$ cat src/ifpm_pkg.sv
// Constants, register map and types for the input function port mapper.
// Assumes a 32-bit AHB-Lite bus with word-aligned registers.
package ifpm_pkg;

    // Number of routable functions and general input ports
    localparam int NUM_FUNC = 3;
    localparam int NUM_PORTS = 8;

    // Function indices
    localparam int FUNC_HALT = 0;
    localparam int FUNC_HOLD = 1;
    localparam int FUNC_RESUME = 2;

    ////////////////////////////////////////////////////////////////////////////
    // Register byte offsets
    localparam logic [7:0] OFS_COMMAND = 8'h00;
    localparam logic [7:0] OFS_STATUS = 8'h04;
    localparam logic [7:0] OFS_ROUTE [NUM_FUNC] = '{8'h10, 8'h14, 8'h18};
    localparam logic [7:0] OFS_INV [NUM_FUNC] = '{8'h20, 8'h24, 8'h28};

    // Command register bits (write only, self clearing)
    localparam int CMD_CLEAR_ALL = 0;
    localparam int CMD_RUN = 1;
    localparam int CMD_ALARM_CLEAR = 2;
    localparam int CMD_REJECT_CLR = 3;

    // Status register fields
    localparam int STS_LEVEL_LSB = 0;
    localparam int STS_ASSIGNED_LSB = 4;
    localparam int STS_REJECT = 8;

    // Highest legal routing value
    localparam logic [31:0] ROUTE_MAX = 32'h0000_0007;

    // AHB encodings
    localparam logic [2:0] HSIZE_WORD = 3'h2;
    localparam int HTRANS_ACTIVE_BIT = 1;

    ////////////////////////////////////////////////////////////////////////////
    // One routing entry
    typedef struct packed {
        logic assigned;
        logic [2:0] port;
        logic invert;
    } ifpm_route_t;

    // Factory default: not routed, port 0, normal polarity
    localparam ifpm_route_t ROUTE_DEFAULT = '{assigned: 1'b0, port: 3'h0, invert: 1'b0};

endpackage : ifpm_pkg

$ cat src/ifpm_selector.sv
// Per-function input selector with polarity inversion.
// Assumes the general inputs are synchronous to the core clock.
`timescale 1ns/1ps
`default_nettype none
module ifpm_selector (
    input wire logic [7:0] gp_in_i,
    input wire ifpm_pkg::ifpm_route_t route_i,
    output logic level_o
);

    // Unrouted function reads inactive regardless of the pins
    always_comb begin
        level_o = route_i.assigned & (gp_in_i[route_i.port] ^ route_i.invert);
    end

endmodule : ifpm_selector
`default_nettype wire

$ cat src/ifpm_top.sv
// Input function port mapper: routes halt, hold and resume functions to
// any of eight general input ports, with AHB-Lite register access.
// Assumes one 10 MHz core clock and a single AHB-Lite master.
//
// Summary of operation
// Clear-all command cancels every function-to-port routing.
// Halt routing takes 0..7 and routes halt from that port.
// Hold routing takes 0..7 and routes hold from that port.
// Routing value N connects the function to general input N.
// Invert bit set to 1 inverts the routed input level.
// Routings live only in volatile flops and revert to defaults.
// Defaults restored at reset and at program start, command or input.
// Defaults restored at alarm clear, command or input.
// Software writes halt routing before halt invert.
// Software writes hold routing before hold invert.
// Resume function is a third routable function, 0..7.
// Routings are write-only; values above seven are rejected unchanged.
`timescale 1ns/1ps
`default_nettype none
module ifpm_top (
    input wire logic CORE_CLK_I,
    input wire logic RST_I,
    // AHB-Lite slave
    input wire logic HSEL_I,
    input wire logic [31:0] HADDR_I,
    input wire logic [1:0] HTRANS_I,
    input wire logic HWRITE_I,
    input wire logic [2:0] HSIZE_I,
    input wire logic [31:0] HWDATA_I,
    input wire logic HREADY_I,
    output logic [31:0] HRDATA_O,
    output logic HREADYOUT_O,
    output logic HRESP_O,
    // Pins
    input wire logic [7:0] GP_IN_I,
    input wire logic START_I,
    input wire logic ALARM_CLR_I,
    output logic HALT_O,
    output logic HOLD_O,
    output logic RESUME_O
);

    localparam int NF = ifpm_pkg::NUM_FUNC;

    ////////////////////////////////////////////////////////////////////////////
    // State
    logic wr_pend_q, wr_pend_d;
    logic [7:0] addr_q, addr_d;
    logic word_q, word_d;
    logic [31:0] rdata_q, rdata_d;
    ifpm_pkg::ifpm_route_t route_q [NF];
    ifpm_pkg::ifpm_route_t route_d [NF];
    logic reject_q, reject_d;
    logic start_q, alarm_q;
    logic [NF-1:0] func_q, func_d;
    logic [NF-1:0] sel_level;
    logic addr_phase;
    logic wr_ok;
    logic cmd_wr;
    logic reinit;
    logic [NF-1:0] route_wr;
    logic [NF-1:0] inv_wr;
    logic bad_value;

    ////////////////////////////////////////////////////////////////////////////
    // Bus address phase capture; zero wait states, so hready is always high
    always_comb begin
        addr_phase = HSEL_I & HREADY_I & HTRANS_I[ifpm_pkg::HTRANS_ACTIVE_BIT];
        wr_pend_d = addr_phase & HWRITE_I;
        addr_d = addr_phase ? HADDR_I[7:0] : addr_q;
        word_d = addr_phase ? (HSIZE_I == ifpm_pkg::HSIZE_WORD) : word_q;
        // Read data formed at address phase; routing regs read as zero
        rdata_d = 32'h0000_0000;
        if (addr_phase && !HWRITE_I && HADDR_I[7:0] == ifpm_pkg::OFS_STATUS) begin
            for (int f = 0; f < NF; f++) begin
                rdata_d[ifpm_pkg::STS_LEVEL_LSB + f] = func_q[f];
                rdata_d[ifpm_pkg::STS_ASSIGNED_LSB + f] = route_q[f].assigned;
            end
            rdata_d[ifpm_pkg::STS_REJECT] = reject_q;
        end
    end

    // Bus registers
    always_ff @(posedge CORE_CLK_I or posedge RST_I) begin
        if (RST_I) begin
            wr_pend_q <= 1'b0;
            addr_q <= 8'h00;
            word_q <= 1'b0;
            rdata_q <= 32'h0000_0000;
        end else begin
            wr_pend_q <= wr_pend_d;
            addr_q <= addr_d;
            word_q <= word_d;
            rdata_q <= rdata_d;
        end
    end

    ////////////////////////////////////////////////////////////////////////////
    // Write decode in the data phase; sub-word writes are ignored
    always_comb begin
        wr_ok = wr_pend_q & word_q;
        cmd_wr = wr_ok & (addr_q == ifpm_pkg::OFS_COMMAND);
        bad_value = HWDATA_I > ifpm_pkg::ROUTE_MAX;
        for (int f = 0; f < NF; f++) begin
            route_wr[f] = wr_ok & (addr_q == ifpm_pkg::OFS_ROUTE[f]);
            inv_wr[f] = wr_ok & (addr_q == ifpm_pkg::OFS_INV[f]);
        end
        // Start and alarm-clear pins act on their rising edge
        reinit = (cmd_wr & (HWDATA_I[ifpm_pkg::CMD_RUN] | HWDATA_I[ifpm_pkg::CMD_ALARM_CLEAR]))
               | (START_I & ~start_q)
               | (ALARM_CLR_I & ~alarm_q);
    end

    ////////////////////////////////////////////////////////////////////////////
    // Routing table next state; reinit outranks every write
    always_comb begin
        for (int f = 0; f < NF; f++) begin
            route_d[f] = route_q[f];
            if (route_wr[f] && !bad_value) begin
                route_d[f].assigned = 1'b1;
                route_d[f].port = HWDATA_I[2:0];
            end
            // Invert may be set unrouted; software orders it after routing
            if (inv_wr[f]) begin
                route_d[f].invert = HWDATA_I[0];
            end
            if (cmd_wr && HWDATA_I[ifpm_pkg::CMD_CLEAR_ALL]) begin
                route_d[f].assigned = 1'b0;
            end
            if (reinit) begin
                route_d[f] = ifpm_pkg::ROUTE_DEFAULT;
            end
        end
        // Sticky reject; a new reject beats a clear in the same cycle
        reject_d = ((|route_wr) & bad_value)
                 | (reject_q & ~(cmd_wr & HWDATA_I[ifpm_pkg::CMD_REJECT_CLR]));
        func_d = sel_level;
    end

    // Volatile routing flops; reset is the power-on default
    always_ff @(posedge CORE_CLK_I or posedge RST_I) begin
        if (RST_I) begin
            for (int f = 0; f < NF; f++) begin
                route_q[f] <= ifpm_pkg::ROUTE_DEFAULT;
            end
            reject_q <= 1'b0;
            func_q <= '0;
            start_q <= 1'b0;
            alarm_q <= 1'b0;
        end else begin
            for (int f = 0; f < NF; f++) begin
                route_q[f] <= route_d[f];
            end
            reject_q <= reject_d;
            func_q <= func_d;
            start_q <= START_I;
            alarm_q <= ALARM_CLR_I;
        end
    end

    ////////////////////////////////////////////////////////////////////////////
    // One selector per function
    generate
        for (genvar g = 0; g < NF; g++) begin : g_sel
            ifpm_selector u_sel (
                .gp_in_i(GP_IN_I),
                .route_i(route_q[g]),
                .level_o(sel_level[g])
            );
        end
    endgenerate

    // Outputs straight from flops; bus ready and response are tied constants
    always_comb begin
        HRDATA_O = rdata_q;
        HREADYOUT_O = 1'b1;
        HRESP_O = 1'b0;
        HALT_O = func_q[ifpm_pkg::FUNC_HALT];
        HOLD_O = func_q[ifpm_pkg::FUNC_HOLD];
        RESUME_O = func_q[ifpm_pkg::FUNC_RESUME];
    end

    ////////////////////////////////////////////////////////////////////////////
    // Checks
    clear_all_a: assert property (@(posedge CORE_CLK_I) disable iff (RST_I)
        cmd_wr && HWDATA_I[ifpm_pkg::CMD_CLEAR_ALL] |=>
            !route_q[0].assigned && !route_q[1].assigned && !route_q[2].assigned)
        else $error("clear-all left a routing active");

    halt_route_a: assert property (@(posedge CORE_CLK_I) disable iff (RST_I)
        route_wr[0] && !bad_value && !reinit && !cmd_wr |=>
            route_q[0].assigned && route_q[0].port == $past(HWDATA_I[2:0]))
        else $error("halt routing not taken");

    hold_route_a: assert property (@(posedge CORE_CLK_I) disable iff (RST_I)
        route_wr[1] && !bad_value && !reinit |=>
            route_q[1].assigned && route_q[1].port == $past(HWDATA_I[2:0]))
        else $error("hold routing not taken");

    resume_route_a: assert property (@(posedge CORE_CLK_I) disable iff (RST_I)
        route_wr[2] && !bad_value && !reinit |=>
            route_q[2].assigned && route_q[2].port == $past(HWDATA_I[2:0]))
        else $error("resume routing not taken");

    halt_level_a: assert property (@(posedge CORE_CLK_I) disable iff (RST_I)
        route_q[0].assigned |=> HALT_O ==
            ($past(GP_IN_I[route_q[0].port]) ^ $past(route_q[0].invert)))
        else $error("halt output does not follow routed port");

    reject_a: assert property (@(posedge CORE_CLK_I) disable iff (RST_I)
        route_wr[1] && bad_value && !reinit |=>
            route_q[1] == $past(route_q[1]) && reject_q)
        else $error("out of range routing not rejected");

    start_reinit_a: assert property (@(posedge CORE_CLK_I) disable iff (RST_I)
        START_I && !start_q |=> route_q[0] == ifpm_pkg::ROUTE_DEFAULT
            && route_q[1] == ifpm_pkg::ROUTE_DEFAULT && route_q[2] == ifpm_pkg::ROUTE_DEFAULT)
        else $error("program start did not restore defaults");

    alarm_reinit_a: assert property (@(posedge CORE_CLK_I) disable iff (RST_I)
        ALARM_CLR_I && !alarm_q |=> route_q[1] == ifpm_pkg::ROUTE_DEFAULT ##1
            !route_q[1].assigned || $past(route_wr[1]))
        else $error("alarm clear did not restore defaults");

    route_read_a: assert property (@(posedge CORE_CLK_I) disable iff (RST_I)
        addr_phase && !HWRITE_I && HADDR_I[7:0] == ifpm_pkg::OFS_ROUTE[0] |=>
            HRDATA_O == 32'h0000_0000)
        else $error("routing register readable");

    halt_cover_c: cover property (@(posedge CORE_CLK_I) disable iff (RST_I)
        route_wr[0] && !bad_value ##1 HALT_O);
    invert_cover_c: cover property (@(posedge CORE_CLK_I) disable iff (RST_I)
        route_q[1].assigned && route_q[1].invert && HOLD_O);
    reject_cover_c: cover property (@(posedge CORE_CLK_I) disable iff (RST_I)
        route_wr[2] && bad_value);
    reinit_cover_c: cover property (@(posedge CORE_CLK_I) disable iff (RST_I)
        route_q[0].assigned && reinit);

endmodule : ifpm_top
`default_nettype wire

$ cat config.mk
export PLATFORM = sky130hd
export DESIGN_NAME = ifpm_top
export DESIGN_NICKNAME = d
export VERILOG_FILES = /design/src/ifpm_pkg.sv /design/src/ifpm_selector.sv /design/src/ifpm_top.sv
export SDC_FILE = /design/constraint.sdc
export NUM_CORES = 1
export LEC_CHECK = 0
export BUFFER_PORTS_ARGS = -buffer_cell sky130_fd_sc_hd__buf_2
export CAP_MARGIN = 20
export CORE_MARGIN = 4
export CORE_UTILIZATION = 30
export CTS_BUF_LIST = sky130_fd_sc_hd__clkbuf_16
export DETAILED_ROUTE_END_ITERATION = 10
export GPL_ROUTABILITY_DRIVEN = 0
export SETUP_SLACK_MARGIN = 0.02
export SLEW_MARGIN = 20
export SYNTH_ARGS = -nofsm -noshare
export SYNTH_HDL_FRONTEND = slang
export SYNTH_SLANG_ARGS = --single-unit
$ cat constraint.sdc
create_clock -name CORE_CLK_I -period 1.46 [get_ports CORE_CLK_I]
set_input_delay 0.146 -clock CORE_CLK_I [delete_from_list [all_inputs] [get_ports CORE_CLK_I]]
set_output_delay 0.146 -clock CORE_CLK_I [all_outputs]
set_load 0.005 [all_outputs]
==> results_dict.tcl <==
set metrics [dict create \
    setup_total_negative_slack_ns -0.9916 \
    drt_drc_violations_left 0 \
    min_delay_path_depth 3 \
    vias_in_the_first_global_route 1637 \
    failed_checks "setup timing" \
    grt.overflow.total 0 \
    core_rows 31 \
    yosysUniqueCellTypes 32 \
    cts.clk_slew.worst_paths_ns 0.06 \
    timing_hold_violations_final 0 \
    syn_inst 182 \
    wire_length_of_the_first_global_routing_pass_um 7741 \
    worstMarginPinSlew_ns 0.7867 \
    ctsRootBufferMaster "sky130_fd_sc_hd__clkbuf_16" \
    run_status "finished with violations" \
    post_route_cell_area_um2 3114 \
    fin_cells 382 \
    effective_utilization_at_floorplan 0.3077 \
    gr-usage-met2 0.1845 \
    critPathKind "reg2reg" \
    clock_tree.buffer_depth 2 \
    highest_utilization_routing_layer_at_the_global_route_stage "met2" \
    cts_tree "done" \
    insertion_delay_ns 0.28 \
    comb_power_share 0.142 \
    postRouteAntennaNets 0 \
    power_leakage_nw 1.503 \
    worstHoldPathType "in2reg" \
    end_kind "register" \
    finalClockSkew_ns 0.003548 \
    ir_drop_uv 407.1 \
    cts_max_level 2 \
    synth_area_um2 2220 \
    drt-pass1-iter-count 4 \
    layout-area-overhead-vs-synth_pct 40.30 \
    hold-worst-slack_ns 0.09156 \
    finish.net_count 366 \
    first_iter_violations 59 \
    dpl.cell_count 362 \
    dr_total_vias 1667 \
    grt_use_total 0.1131 \
    final.period_utilization 1.064 \
    cts.sinks 38 \
    ios 121 \
    cts_buffers 5 \
    maxSlewHeadroom 0.4736 \
    max_freq_ghz 0.6440 \
    grt_start_max_net_pins 39 \
    vias_per_cell 4.364 \
    synth_sequential_area_ratio 0.4284 \
    gr-usage-met3 0.02885 \
    clkPwrFrac 0.472 \
    period_needed_ns 1.553 \
    dieArea_um2 8839 \
    syn-mean-instance-area_um2 12.20 \
    drv_cap 0 \
    placement.io_buffers 68 \
    finish.utilization 0.4317 \
    routedWlPerCell_um 12.71 \
    post_route_cells_drive_above_1_share 0.5159 \
    finalWorstSetupSlack_ns -0.09274 \
    timing.critical_path.from_type "register" \
    layout.filler_cells 695 \
    swShare 0.2259 \
    grt_antenna_before_repair 0 \
    count_of_warnings_emitted_by_yosys 0 \
    timing.critical_path.required_ns 1.60 \
    finalWirelength_um 4857 \
    insertedDiodeCount 0 \
    coreArea_um2 7214 \
    yosys_register_bits 38 \
    use_met1 0.1403 \
    r2r_cells 5 \
    final-max-slew-violation-count 0 \
    dp_hpwl_um 3670 \
    cp.arrival_ns 1.69 \
    p_int_mw 2.303 \
    die_width_um 94.02 \
    die_y_um 94.02 \
    power_frac_seq 0.385 \
    power.density_nw_per_um2 955.2 \
    dpl-instance-area_um2 2709 \
    rsz0062_at_grt "true" \
    endpoints_failing_setup 18 \
    critical_path_peak_fanout 5 \
    power.switching_mw 0.6720 \
]
synthesized netlist by cell type:
| library cell | count | area [um^2] |
|---|---|---|
| sky130_fd_sc_hd__nor4b_1 | 1 | 8.760 |
| sky130_fd_sc_hd__nand4_1 | 1 | 6.260 |
| sky130_fd_sc_hd__and4bb_1 | 1 | 12.51 |
| sky130_fd_sc_hd__clkbuf_1 | 3 | 11.26 |
| sky130_fd_sc_hd__or4b_1 | 1 | 10.01 |
| sky130_fd_sc_hd__buf_4 | 27 | 202.7 |
| sky130_fd_sc_hd__xnor2_1 | 3 | 26.28 |
| sky130_fd_sc_hd__inv_1 | 5 | 18.77 |
| sky130_fd_sc_hd__o21ai_1 | 2 | 10.01 |
| sky130_fd_sc_hd__mux2i_1 | 15 | 150.1 |
| sky130_fd_sc_hd__o21a_1 | 4 | 30.03 |
| sky130_fd_sc_hd__nor2_1 | 9 | 33.78 |
| sky130_fd_sc_hd__nand3b_1 | 1 | 7.510 |
| sky130_fd_sc_hd__nand4_4 | 2 | 42.54 |
| sky130_fd_sc_hd__nand2_2 | 1 | 6.260 |
| sky130_fd_sc_hd__or4_1 | 1 | 7.510 |
| sky130_fd_sc_hd__o211ai_1 | 10 | 75.07 |
| sky130_fd_sc_hd__nand3_1 | 5 | 25.02 |
| sky130_fd_sc_hd__o21ai_0 | 2 | 10.01 |
| sky130_fd_sc_hd__buf_2 | 2 | 10.01 |
| sky130_fd_sc_hd__nand2_1 | 5 | 18.77 |
| sky130_fd_sc_hd__conb_1 | 2 | 7.510 |
| sky130_fd_sc_hd__dfrtp_1 | 38 | 950.9 |
| sky130_fd_sc_hd__nor2b_1 | 1 | 6.260 |
| sky130_fd_sc_hd__mux2_2 | 8 | 90.09 |
| sky130_fd_sc_hd__nand4b_1 | 2 | 17.52 |
| sky130_fd_sc_hd__nor4_2 | 1 | 12.51 |
| sky130_fd_sc_hd__nor3_1 | 3 | 15.01 |
| sky130_fd_sc_hd__mux4_2 | 6 | 135.1 |
| sky130_fd_sc_hd__and2_1 | 10 | 62.56 |
| sky130_fd_sc_hd__a22oi_1 | 1 | 7.510 |
| sky130_fd_sc_hd__nor4_4 | 9 | 191.4 |
critical path: stages (launching register included):
cell	delay [ns]
sky130_fd_sc_hd__dfrtp_1	0.37
sky130_fd_sc_hd__and4bb_4	0.38
sky130_fd_sc_hd__nand4b_1	0.12
sky130_fd_sc_hd__buf_6	0.16
sky130_fd_sc_hd__o211ai_1	0.26
sky130_fd_sc_hd__mux2i_1	0.13
cell usage in the layout, fill, tap and decap left out, types with 2 or more instances in the layout:
cell and count:
sky130_fd_sc_hd__and2_1 10, sky130_fd_sc_hd__buf_2 68, sky130_fd_sc_hd__buf_4 20, sky130_fd_sc_hd__buf_6 9
sky130_fd_sc_hd__bufinv_16 2, sky130_fd_sc_hd__clkbuf_16 5, sky130_fd_sc_hd__conb_1 27, sky130_fd_sc_hd__dfrtp_1 37
sky130_fd_sc_hd__dlygate4sd3_1 3, sky130_fd_sc_hd__inv_1 5, sky130_fd_sc_hd__mux2_2 8, sky130_fd_sc_hd__mux2i_1 12
sky130_fd_sc_hd__mux2i_2 2, sky130_fd_sc_hd__mux4_2 6, sky130_fd_sc_hd__nand2_1 3, sky130_fd_sc_hd__nand2_4 2
sky130_fd_sc_hd__nand3_1 3, sky130_fd_sc_hd__nand3_2 2, sky130_fd_sc_hd__nand4_4 2, sky130_fd_sc_hd__nand4b_1 2
sky130_fd_sc_hd__nor2_1 8, sky130_fd_sc_hd__nor3_1 2, sky130_fd_sc_hd__nor4_4 9, sky130_fd_sc_hd__o211ai_1 10
sky130_fd_sc_hd__o21a_1 4, sky130_fd_sc_hd__xnor2_1 3
metrics by stage:
stage	power, mW	setup slack, ns
floorplan	1.376	-0.01920
global placement	1.526	-0.1814
detailed placement	1.535	-0.2410
CTS	2.995	-0.09492
global route	3.105	-0.1983
finish	2.975	-0.09274
sequential cells by signal, summed over array words and instances (netlist names):
register and flops:
route_q 15, addr_q 8, wr_pend_q 1, alarm_q 1, word_q 1, func_q 3
reject_q 1, HRDATA_O 7, start_q 1
repair_timing:
item,in CTS,in global routing
gates resized for setup,24,6
hold endpoints to repair,33,0
hold buffers,3,0
pin swaps,8,13
setup buffers,6,3
setup endpoints to repair,19,19
cloned,1,0
cells by family (layout without fill, tap and decap cells):
family          Yosys count  in the layout  synth area share
compound gates           19             19           0.05975
xor+xnor                  3              3           0.01184
buf+inv                  37            113            0.1094
flops                    38             38            0.4284
mux                      29             29            0.1691
other cells               2             27          0.003383
simple gates             54             54            0.2182
final timing paths:
check	start	end	slack [ns]
max	addr_q[1]$_DFFE_PP0P_	route_q[11]$_DFFE_PP0P_	-0.09
min in group asynchronous	RST_I	HRDATA_O[1]$_DFF_PP0_	0.53
max in group asynchronous	RST_I	route_q[1]$_DFFE_PP0P_	0.58
max reg2reg	addr_q[1]$_DFFE_PP0P_	route_q[11]$_DFFE_PP0P_	-0.09
min	HWRITE_I	wr_pend_q$_DFF_PP0_	0.09
min reg2reg	func_q[0]$_DFF_PP0_	HRDATA_O[0]$_DFF_PP0_	0.47
power by group through the flow:
stage               Sequential, mW  Combinational (mW)  Clock, mW
floorplan                     1.15               0.225          0
global placement              1.15               0.375          0
detailed placement            1.15               0.381          0
CTS                           1.14               0.418       1.43
global route                  1.15               0.469       1.48
finish                        1.15               0.423       1.41
cell type report:
class	count	area, um^2	share of cell area
multi-input combinational	132	1204	0.3865
sequential	38	952.2	0.3057
timing repair buffer	100	621.8	0.1997
clock buffer	5	125.1	0.04018
tap	99	123.9	0.03978
clock inverter	3	68.82	0.02210
inverter	5	18.77	0.006027
routing by layer:
| metal | routed length [um] | vias to the layer above |
|---|---|---|
| li1 | - | 806 |
| met1 | 1959 | 785 |
| met3 | 334 | 8 |
| met4 | 96 | 0 |
| met2 | 2467 | 68 |
| met5 | 0 | - |
(Power assumes the default switching activity.)
